$ cat config.mk
export PLATFORM = sky130hd
export DESIGN_NAME = msp_host_flat
export DESIGN_NICKNAME = d
export VERILOG_FILES = /design/src/pkg/msp_pkg.sv /design/src/pkg/msp_if.sv /design/src/design/msp_host.sv /design/src/flat_wrapper.sv
export VERILOG_INCLUDE_DIRS = /design/src /design/src/pkg
export SDC_FILE = /design/constraint.sdc
export NUM_CORES = 1
export LEC_CHECK = 0
export BUFFER_PORTS_ARGS = -buffer_cell sky130_fd_sc_hd__buf_2
export CAP_MARGIN = 20
export CELL_PAD_IN_SITES_DETAIL_PLACEMENT = 1
export CELL_PAD_IN_SITES_GLOBAL_PLACEMENT = 2
export CORE_MARGIN = 5
export CORE_UTILIZATION = 35
export DETAILED_ROUTE_END_ITERATION = 7
export PLACE_DENSITY = 0.81
export RECOVER_POWER = 50
export REMOVE_ABC_BUFFERS = 1
export SLEW_MARGIN = 0
export SYNTH_ARGS = -nofsm -noshare
export SYNTH_HDL_FRONTEND = slang
export SYNTH_SLANG_ARGS = --single-unit
$ cat constraint.sdc
create_clock -name hclk -period 3.3 [get_ports hclk]
set_input_delay 0.66 -clock hclk [delete_from_list [all_inputs] [get_ports hclk]]
set_output_delay 0.66 -clock hclk [all_outputs]
set_load 0.005 [all_outputs]
$ cat src/pkg/msp_defs.svh
`ifndef MSP_DEFS_SVH
`define MSP_DEFS_SVH

// Device byte addresses (5-bit)
`define MSP_ADDR_REF0     5'h08
`define MSP_ADDR_REF1     5'h09
`define MSP_ADDR_REF2     5'h0a
`define MSP_ADDR_REF3     5'h0b
`define MSP_ADDR_CORR     5'h06
`define MSP_ADDR_RT       5'h01

// Correlator control byte fields and the boost inhibit bit of the RT byte
`define MSP_CORR_ON_BIT   7
`define MSP_LEN_HI        6
`define MSP_LEN_LO        5
`define MSP_TOL_HI        4
`define MSP_TOL_LO        3
`define MSP_BOOST_INH_BIT 0

// Host controller AHB offsets
`define MSP_H_CMD         8'h00
`define MSP_H_STAT        8'h04
`define MSP_H_CFG         8'h08
`define MSP_H_OSC         8'h0c
`define MSP_H_BB          8'h10
`define MSP_H_SYN         8'h14
`define MSP_H_SETTLE      8'h18

// Minimum strobe low time and dwell defaults
`define MSP_STROBE_LOW_NS 2000
`define MSP_CLK_NS        40
`define MSP_STROBE_LOW_CY ((`MSP_STROBE_LOW_NS + `MSP_CLK_NS - 1) / `MSP_CLK_NS)
`define MSP_DWELL_RST     32'h0000_0100

`endif

$ cat src/pkg/msp_pkg.sv
package msp_pkg;
  typedef enum logic [2:0] {
    MSP_SLEEP   = 3'h0,
    MSP_STANDBY = 3'h1,
    MSP_RX_BB   = 3'h2,
    MSP_RX_SYN  = 3'h3,
    MSP_RX      = 3'h4,
    MSP_TX_SYN  = 3'h6,
    MSP_TX      = 3'h7
  } msp_mode_t;
endpackage : msp_pkg

$ cat src/pkg/msp_if.sv
`timescale 1ns/1ps
interface msp_if;
  logic [2:0] mode_sel;
  logic       strobe;
  logic       cfg_we;
  logic [4:0] cfg_addr;
  logic [7:0] cfg_wdata;
  modport device (input mode_sel, input strobe, input cfg_we, input cfg_addr, input cfg_wdata);
  modport host   (output mode_sel, output strobe, output cfg_we, output cfg_addr,
                  output cfg_wdata);
endinterface : msp_if

$ cat src/design/msp_host.sv
// The AHB-Lite slave port was decided locally.
`timescale 1ns/1ps
`include "msp_defs.svh"
module msp_host (
  input  wire logic        hclk,
  input  wire logic        hresetn,
  input  wire logic        hsel,
  input  wire logic [31:0] haddr,
  input  wire logic [1:0]  htrans,
  input  wire logic        hwrite,
  input  wire logic [2:0]  hsize,
  input  wire logic [31:0] hwdata,
  input  wire logic        hready,
  output logic      [31:0] hrdata,
  output logic             hreadyout,
  output logic             hresp,
  output logic             rx_data_valid,
  msp_if.host              link
);
  typedef enum {H_IDLE, H_LOW, H_DWELL} msp_hstate_t;
  msp_hstate_t st;
  logic [31:0] dwell [3];
  logic [31:0] settle;
  logic [31:0] cnt;
  logic [2:0]  target;
  logic [2:0]  mode_q;
  logic [2:0]  plan_next;
  logic        busy_cmd;
  logic        wr_pend;
  logic [7:0]  wr_addr;
  logic        cfg_pend;
  logic        valid_cnt_on;

  ////////////////////////////////////////////////////////////////////////////
  // AHB-Lite slave, zero wait states
  wire        ahb_go  = hsel && hready && htrans[1];
  wire        ahb_wr  = wr_pend;
  wire [31:0] stat    = {24'h0, rx_data_valid, st != H_IDLE, 3'h0, mode_q};
  assign hreadyout = 1'b1;
  assign hresp     = 1'b0;

  always_ff @(posedge hclk or negedge hresetn)
  begin
    if (!hresetn)
    begin
      wr_pend <= 1'b0;
      wr_addr <= 8'h00;
      hrdata  <= 32'h0;
    end
    else
    begin
      wr_pend <= ahb_go && hwrite;
      wr_addr <= haddr[7:0];
      if (ahb_go && !hwrite)
        case (haddr[7:0])
          `MSP_H_STAT:   hrdata <= stat;
          `MSP_H_CMD:    hrdata <= {29'h0, target};
          `MSP_H_OSC:    hrdata <= dwell[0];
          `MSP_H_BB:     hrdata <= dwell[1];
          `MSP_H_SYN:    hrdata <= dwell[2];
          `MSP_H_SETTLE: hrdata <= settle;
          default:       hrdata <= 32'h0;
        endcase
    end
  end

  // Dwell registers hold cycle counts
  always_ff @(posedge hclk or negedge hresetn)
  begin
    if (!hresetn)
    begin
      dwell[0] <= `MSP_DWELL_RST;
      dwell[1] <= `MSP_DWELL_RST;
      dwell[2] <= `MSP_DWELL_RST;
      settle   <= `MSP_DWELL_RST;
      target   <= msp_pkg::MSP_STANDBY;
      busy_cmd <= 1'b0;
      cfg_pend <= 1'b0;
      link.cfg_we    <= 1'b0;
      link.cfg_addr  <= 5'h00;
      link.cfg_wdata <= 8'h00;
    end
    else
    begin
      link.cfg_we <= 1'b0;
      busy_cmd    <= 1'b0;
      if (ahb_wr)
        case (wr_addr)
          `MSP_H_CMD:
          begin
            target   <= hwdata[2:0];
            busy_cmd <= 1'b1;
          end
          `MSP_H_CFG:
          begin
            link.cfg_we    <= 1'b1;
            link.cfg_addr  <= hwdata[12:8];
            link.cfg_wdata <= hwdata[7:0];
          end
          `MSP_H_OSC:    dwell[0] <= hwdata;
          `MSP_H_BB:     dwell[1] <= hwdata;
          `MSP_H_SYN:    dwell[2] <= hwdata;
          `MSP_H_SETTLE: settle   <= hwdata;
          default:       ;
        endcase
    end
  end

  ////////////////////////////////////////////////////////////////////////////
  // Next step toward target through intermediate codes
  always_comb
  begin
    plan_next = target;
    if (target == msp_pkg::MSP_RX && mode_q == msp_pkg::MSP_STANDBY)
      plan_next = msp_pkg::MSP_RX_BB;
    else if (target == msp_pkg::MSP_RX && mode_q == msp_pkg::MSP_RX_BB)
      plan_next = msp_pkg::MSP_RX_SYN;
    else if (target == msp_pkg::MSP_TX && mode_q == msp_pkg::MSP_STANDBY)
      plan_next = msp_pkg::MSP_TX_SYN;
    // Any other start steps back through standby, the only safe entry point
    else if ((target == msp_pkg::MSP_RX &&
              !(mode_q inside {msp_pkg::MSP_RX_SYN, msp_pkg::MSP_RX})) ||
             (target == msp_pkg::MSP_TX &&
              !(mode_q inside {msp_pkg::MSP_TX_SYN, msp_pkg::MSP_TX})))
      plan_next = msp_pkg::MSP_STANDBY;
  end

  wire [31:0] dwell_now = (mode_q == msp_pkg::MSP_STANDBY) ? dwell[0] :
                          (mode_q == msp_pkg::MSP_RX_BB)   ? dwell[1] : dwell[2];

  always_ff @(posedge hclk or negedge hresetn)
  begin
    if (!hresetn)
    begin
      st            <= H_IDLE;
      cnt           <= 32'h0;
      mode_q        <= msp_pkg::MSP_STANDBY;
      link.strobe   <= 1'b1;
      link.mode_sel <= msp_pkg::MSP_STANDBY;
      rx_data_valid <= 1'b0;
      valid_cnt_on  <= 1'b0;
    end
    else
    begin
      case (st)
        H_IDLE:
          if (busy_cmd || mode_q != target)
          begin
            link.strobe   <= 1'b0;
            link.mode_sel <= plan_next;
            cnt           <= 32'h0;
            st            <= H_LOW;
          end
        H_LOW:
        begin
          cnt <= cnt + 32'h1;
          if (cnt >= `MSP_STROBE_LOW_CY)
          begin
            link.strobe <= 1'b1;
            mode_q      <= link.mode_sel;
            cnt         <= 32'h0;
            st          <= (link.mode_sel == target) ? H_IDLE : H_DWELL;
            rx_data_valid <= 1'b0;
            valid_cnt_on  <= link.mode_sel == msp_pkg::MSP_RX ||
                             link.mode_sel == msp_pkg::MSP_TX;
          end
        end
        H_DWELL:
        begin
          cnt <= cnt + 32'h1;
          if (cnt >= dwell_now)
            st <= H_IDLE;
        end
        default: st <= H_IDLE;
      endcase
      if (st != H_LOW && valid_cnt_on)
      begin
        if (settle == 32'h0 || cnt >= settle)
        begin
          rx_data_valid <= 1'b1;
          valid_cnt_on  <= 1'b0;
        end
        else if (st == H_IDLE)
          cnt <= cnt + 32'h1;
      end
    end
  end
endmodule : msp_host

$ cat src/flat_wrapper.sv
// flat-port wrapper written by rule: the top's interface ports become plain ports
module msp_host_flat 
  (hclk, hresetn, hsel, haddr, htrans, hwrite, hsize, hwdata, hready, hrdata, hreadyout, hresp, rx_data_valid, link_mode_sel, link_strobe, link_cfg_we, link_cfg_addr, link_cfg_wdata);
  msp_if link_i ();
  input  wire logic hclk;
  input  wire logic hresetn;
  input  wire logic hsel;
  input  wire logic [31:0] haddr;
  input  wire logic [1:0] htrans;
  input  wire logic hwrite;
  input  wire logic [2:0] hsize;
  input  wire logic [31:0] hwdata;
  input  wire logic hready;
  output logic      [31:0] hrdata;
  output logic hreadyout;
  output logic hresp;
  output logic rx_data_valid;
  output wire logic [$bits(link_i.mode_sel)-1:0] link_mode_sel;
  output wire logic [$bits(link_i.strobe)-1:0] link_strobe;
  output wire logic [$bits(link_i.cfg_we)-1:0] link_cfg_we;
  output wire logic [$bits(link_i.cfg_addr)-1:0] link_cfg_addr;
  output wire logic [$bits(link_i.cfg_wdata)-1:0] link_cfg_wdata;
  assign link_mode_sel = link_i.mode_sel;
  assign link_strobe = link_i.strobe;
  assign link_cfg_we = link_i.cfg_we;
  assign link_cfg_addr = link_i.cfg_addr;
  assign link_cfg_wdata = link_i.cfg_wdata;
  msp_host u_core (.hclk(hclk), .hresetn(hresetn), .hsel(hsel), .haddr(haddr), .htrans(htrans), .hwrite(hwrite), .hsize(hsize), .hwdata(hwdata), .hready(hready), .hrdata(hrdata), .hreadyout(hreadyout), .hresp(hresp), .rx_data_valid(rx_data_valid), .link(link_i));
endmodule
# ---- Word-level counts from Yosys, hierarchy flattened
# Index checks and enable logic that the tools add are counted.
dict set report totals {
  elab_cells 120
  input_bits 74
  regBits 260
  out_inout_bits 53
}
dict set report op_classes {
  magnitude_cmp 3
  reduce_logical 36
  muxes 33
  n_eq_ne 28
  n_addsub 1
}
# operator n
set op_table {}
lappend op_table {{2-to-1 mux 32 bit} 10}
lappend op_table {{case mux 32 bit (3 select lines)} 2}
lappend op_table {{case mux 32 bit (6 select lines)} 1}
lappend op_table {{zero test 32 bit} 3}
lappend op_table {{greater-or-equal comparator 32 bit} 2}
lappend op_table {{== test 8 x 5 -> 1 bit (second input constant)} 6}
lappend op_table {{adder 32 x 1 -> 32 bit (second input constant)} 1}
lappend op_table {{== test 32 x 1 -> 1 bit (second input constant)} 1}
lappend op_table {{== test 32 x 2 -> 1 bit (second input constant)} 1}
lappend op_table {{greater-or-equal comparator 32 x 6 -> 1 bit (second input constant)} 1}
lappend op_table {{inequality test 32 x 2 -> 1 bit (second input constant)} 1}
lappend op_table {{nonzero test 32 bit} 1}
lappend op_table {{== test 8 x 4 -> 1 bit (second input constant)} 3}
lappend op_table {{== test 3 bit (second input constant)} 7}
lappend op_table {{zero test 8 bit} 2}
lappend op_table {{AND reduction 2 bit} 8}
lappend op_table {{2-to-1 mux 1 bit} 14}
lappend op_table {{2-to-1 mux 3 bit} 4}
lappend op_table {{logical AND 1 bit} 10}
lappend op_table {{== test 8 x 3 -> 1 bit (second input constant)} 1}
lappend op_table {{== test 3 x 2 -> 1 bit (second input constant)} 2}
lappend op_table {{inequality test 2 x 1 -> 1 bit (second input constant)} 3}
lappend op_table {{AND reduction 3 bit} 2}
lappend op_table {{nonzero test 2 bit} 3}
lappend op_table {{7 further kinds} 12}

# ---- Longest topological paths before layout
dict set report depth {
  depth_word 9
  depth_mapped 15
}

# ---- Least setup slack after synthesis
# Ideal clock, no wire load.
dict set report synth_timing {
  path_kind {reg2reg}
  startpoint {register u_core.mode_q[1]}
  endpoint {register u_core.st[1]}
  t_arrival_ns 3.010
  path_stages_with_launch 15
  n_path_buf 3
  setup_slack_ns 0.226
  cell_sequence {dfrtp_1 -> clkbuf_1 -> nor3b_1 -> clkbuf_1 -> buf_1 -> mux2i_1 -> o21ai_0 -> ha_1 -> nand2b_1 -> a21o_1 -> a21o_1 -> a21oi_1 -> nor3_1 -> o311ai_0 -> a21o_1}
}
dict set report synth_between {
  elab_chain_cells 6
  word_cells_on_any_way 10
  cone_classes {1 x order compare; 5 x eq/ne; 2 x mux; 2 x reduce/logical}
}
# item line_no
set synth_lines {}
lappend synth_lines {{from (decl)} msp_host.sv:26} ;# logic [2:0] mode_q;
lappend synth_lines {{from (signal assigned)} msp_host.sv:137} ;# mode_q <= msp_pkg::MSP_STANDBY;
lappend synth_lines {{from (signal assigned)} msp_host.sv:160} ;# mode_q <= link.mode_sel;
lappend synth_lines {{== test 3 x 2 -> 1 bit} msp_host.sv:129} ;# (mode_q == msp_pkg::MSP_RX_BB) ? dwell[1] : dwell[2];
lappend synth_lines {{2-to-1 mux 32 bit} msp_host.sv:129}
lappend synth_lines {{2-to-1 mux 32 bit} msp_host.sv:128} ;# wire [31:0] dwell_now = (mode_q == msp_pkg::MSP_STANDBY) ? dwell[0] :
lappend synth_lines {{greater-or-equal comparator 32 bit} msp_host.sv:171} ;# if (cnt >= dwell_now)
lappend synth_lines {{inequality test 2 x 1 -> 1 bit (no line)} n/a}
lappend synth_lines {{AND reduction 3 bit (no line) *} n/a}
lappend synth_lines {{to (signal assigned)} msp_host.sv:162} ;# st <= (link.mode_sel == target) ? H_IDLE : H_DWELL;
lappend synth_lines {{to (decl)} msp_host.sv:21} ;# msp_hstate_t st;
# Mark *: on every way between the ends. The rest lies on a longest branch, timed or not.
# A chain may end at the register's enable or synchronous reset.

# ---- Worst setup path in the final report
dict set report layout_timing {
  startpoint {register u_core.settle[2]}
  endpoint {register u_core.cnt[20]}
}
dict set report layout_between {
  elab_chain_cells 4
  word_cells_on_any_way 5
  cone_classes {1 x order compare; 2 x mux; 2 x reduce/logical}
}
# item line_no
set layout_lines {}
lappend layout_lines {{from (decl)} msp_host.sv:23} ;# logic [31:0] settle;
lappend layout_lines {{from (signal assigned)} msp_host.sv:75} ;# settle <= `MSP_DWELL_RST;
lappend layout_lines {{from (signal assigned)} msp_host.sv:103} ;# `MSP_H_SETTLE: settle <= hwdata;
lappend layout_lines {{greater-or-equal comparator 32 bit / zero test 32 bit (equally long branches)} msp_host.sv:178} ;# if (settle == 32'h0 || cnt >= settle)
lappend layout_lines {{logical OR 1 bit *} msp_host.sv:178}
lappend layout_lines {{2-to-1 mux 32 bit *} msp_host.sv:178}
lappend layout_lines {{2-to-1 mux 32 bit *} msp_host.sv:176} ;# if (st != H_LOW && valid_cnt_on)
lappend layout_lines {{to (signal assigned)} msp_host.sv:156} ;# cnt <= cnt + 32'h1;
lappend layout_lines {{to (signal assigned)} msp_host.sv:170} ;# cnt <= cnt + 32'h1;
lappend layout_lines {{to (signal assigned)} msp_host.sv:184} ;# cnt <= cnt + 32'h1;
lappend layout_lines {{to (decl)} msp_host.sv:24} ;# logic [31:0] cnt;
# Marked as above.

==> qor.csv <==
metric,value,unit
Crit Path Class,reg2reg,
fraction of layout cells with a size suffix above 1,26.3,%
post-synthesis xor/xnor area fraction,2.19,%
drt wl/cell,21.1,µm
CTS resizes,0,
"Seq/Total Area, Yosys",45.0,%
switching share of power,28.7,%
Antenna diodes,0,
"commonest non-fill, non-tap cell in the layout",dfrtp_1,
worst-margin pin slew,1.84,ns
Die Wd,201,µm
detailed-route vias per instance,5.45,
unrepaired setup endpoints after global routing,no,
asr flop ratio synth,100,%
Reg2Reg Setup Slack,0.26,ns
endpoints failing setup,0,
hold buffer count at CTS,0,
Worst Hold Class,in2reg,
area of the multi-input gates,6660,µm²
simple-gate portion of the synthesized area,11.8,%
run status,finished with violations,
DRT iter0 DRCs,460,
vias post-DR,9916,
Placer Congestion,0.833,
Layout Nets,1470,
postcts setup bufs,0,
most frequent cells in the layout,"dfrtp_1 (222), mux2_2 (134), nand2_1 (111)",
utilization after layout,41.3,%
vias in the first global route,10825,
# IOs,127,
H-tree Lvls,1,
destination of the worst hold path,u_core.wr_addr[0]$_DFF_PN0_,
"Cell Area, Synth",12800,µm²
critical path arrival,3.49,ns
Synth Instances,1216,
Synth Warn #,0,
total power,7.52,mW
Lkg Pwr,6.81,nW
Critical Path RT,3.75,ns
failing checks,"capacitance limit, slew limit",
fmax,329,MHz
Seq pwr share,40.7,%
max-slew violations,71,
Rel. slew slack,-22.7,%
CTS Root Cell,clkbuf_16,
largest family of logic cells by synthesized area,multiplexers,
synthesized area per cell,10.5,µm²
WL final,38300,µm
"antenna viol nets, final",0,
Hold Path Origin,haddr[0],
initial antenna violation count,0,
FF/Latch Area,5770,µm²
clock skew,0.0128,ns
Compound-Gate Fraction of Synth Area,14.2,%
area delta synth->final,17.2,%
r2r startpoint,u_core.settle[2]$_DFFE_PN0P_,
starting density of the core,35.2,%
number of buffers created by CTS,28,
fin crit period,3.04,ns
fraction of the mapped netlist area in adder cells,6.45,%
largest net degree at the start of global routing,71,
Int Pwr,5.36,mW
number of enable flip-flop cells after synthesis,0,
Die ar.,40500,µm²
num rows,70,
chip height,201,µm
maximum clock path buffer count,3,
power per cell area,501,nW/µm²
Clk pwr share,42.0,%
Critical Path End Type,register,
top_reg_cell synth,dfrtp_1,
fin worst setup slack,0.263,ns
CP Launch Type,register,
core area,36300,µm²
first-pass detailed-route iteration total,4,
Fill cells,4011,
final setup TNS,0,ns
count of unique library cells instantiated by Yosys,66,
Remaining DRCs,0,
hold depth,1,
GRT Total Usage,18.8,%
crit path max fanout,8,
switching power,2.16,mW
combinational power share,17.3,%
final period utilization,92.0,%
VDD IR-drop max,0.399,mV
Reg2Reg Depth,11,
clk_lat worst skew,0.55,ns
DP Worst Slack,0.277,ns
DP HPWL,27200,µm
CTS sink cnt,230,
mux contribution to synthesized area,16.9,%
"CTS clk-pin slew, worst paths",0.06,ns
grt ovf,0,
max cap viols,1,
CTS tree,done,
worst reg2reg endpoint,u_core.cnt[20]$_DFF_PN0_,
Port Buf Inserts,96,
#FFs+latches synth,230,
first-pass GRT wire length,62100,µm
final hold violations,0,
worst max-delay path by stage:
stage / cells after the start / to / slack, ns / startpoint
after floorplan: 11 / u_core.st[1]$_DFFE_PN0P_ / -2.47 / u_core.mode_q[2]$_DFFE_PN0P_
after global placement: 13 / u_core.st[1]$_DFFE_PN0P_ / 0.29 / u_core.mode_q[2]$_DFFE_PN0P_
after detailed placement: 11 / u_core.cnt[20]$_DFF_PN0_ / 0.28 / u_core.settle[2]$_DFFE_PN0P_
after CTS: 11 / u_core.cnt[20]$_DFF_PN0_ / 0.26 / u_core.settle[2]$_DFFE_PN0P_
after global routing: 13 / u_core.st[1]$_DFFE_PN0P_ / 0.03 / u_core.mode_q[2]$_DFFE_PN0P_
final: 11 / u_core.cnt[20]$_DFF_PN0_ / 0.26 / u_core.settle[2]$_DFFE_PN0P_
layout make-up:
type                       instances  share of cell area, %
timing repair buffer             149                   5.95
clock buffer                      40                   5.58
clock inverter                    11                  0.742
inverter                          43                   1.08
tap                              468                   3.90
sequential                       230                   38.4
multi-input combinational        878                   44.3
power groups by stage:
| stage | clock, mW | combinational (mW) | sequential (mW) |
|---|---|---|---|
| floorplan | 0 | 0.719 | 3.09 |
| global placement | 0 | 1.29 | 3.10 |
| detailed placement | 0 | 1.32 | 3.11 |
| CTS | 3.24 | 1.34 | 3.06 |
| global route | 3.38 | 1.45 | 3.07 |
| finish | 3.16 | 1.30 | 3.06 |
worst max-delay path, stage by stage (launching register included):
cell,delay [ns]
dfrtp_1,0.44
inv_1,0.07
ha_1,0.29
a211oi_1,0.24
o21ai_0,0.17
a211oi_1,0.41
o31ai_1,0.14
buf_4,0.19
a2111oi_4,0.40
buf_4,0.24
o21ai_1,0.09
a221oi_2,0.26
metal layers:
layer  global-route usage [%]  vias to the layer above  routed length [µm]
li1                         -                     4642                   -
met1                     26.0                     5060               17100
met2                     32.0                      164               18900
met3                     2.26                       50                1600
met4                     4.10                        0                 730
met5                        0                        -                   0
registers in the layout, summed over array words and instances, names as in the netlist:
signal,count
u_core.dwell,96
u_core.cnt,32
u_core.hrdata,32
u_core.settle,32
u_core.link.cfg_wdata,8
u_core.wr_addr,8
u_core.link.cfg_addr,5
u_core.link.mode_sel,3
u_core.mode_q,3
u_core.target,3
u_core.st,2
u_core.ahb_wr,1
u_core.busy_cmd,1
u_core.link.cfg_we,1
u_core.link.strobe,1
u_core.rx_data_valid,1
u_core.valid_cnt_on,1
through the flow:
step	hold slack, ns	instances	instance area (µm²)
after floorplan	0.364	1151	12500
after global placement	0.447	1768	14100
after detailed placement	0.454	1768	14100
after CTS	0.0957	1819	15100
after global routing	0.203	1819	15000
final	0.231	1819	15000
synth_stat cells (3+ instances only):
cell       number  area [µm²]
nor2b_1         3        18.8
mux2_2        134        1510
o31ai_1         5        37.5
a21oi_1        78         390
nand2_1       111         417
o21a_1          4        30.0
a221oi_1       31         272
nand2b_1        3        18.8
nor3_1          7        35.0
xnor2_1        29         254
o2bb2ai_2      18         270
and4_1          6        52.6
or2_2           4        25.0
a22oi_1         3        22.5
a211oi_1        6        45.0
nor4_1         19         119
clkbuf_1       54         203
o22ai_1         5        31.3
nand3_1        17        85.1
nor3b_1         6        45.0
nor2_1         98         368
buf_1           6        22.5
xor2_1          3        26.3
dfstp_2         8         210
o21ai_1         3        15.0
o21ai_0        55         275
mux2i_1        65         651
inv_1          43         161
nand4_1        19         119
o211ai_1        6        45.0
ha_1           66         826
dfrtp_1       222        5560
or4_1           3        22.5
and3_1         14        87.6
and2_1          5        31.3
a21o_1         19         143
cell families after synthesis:
group / count (synthesis)
compound gates: 256
xor+xnor: 32
mux: 199
flops: 230
buf+inv: 108
other cells: 2
fa+ha+maj: 66
simple gates: 323
Power figures use the tool's default switching activity.
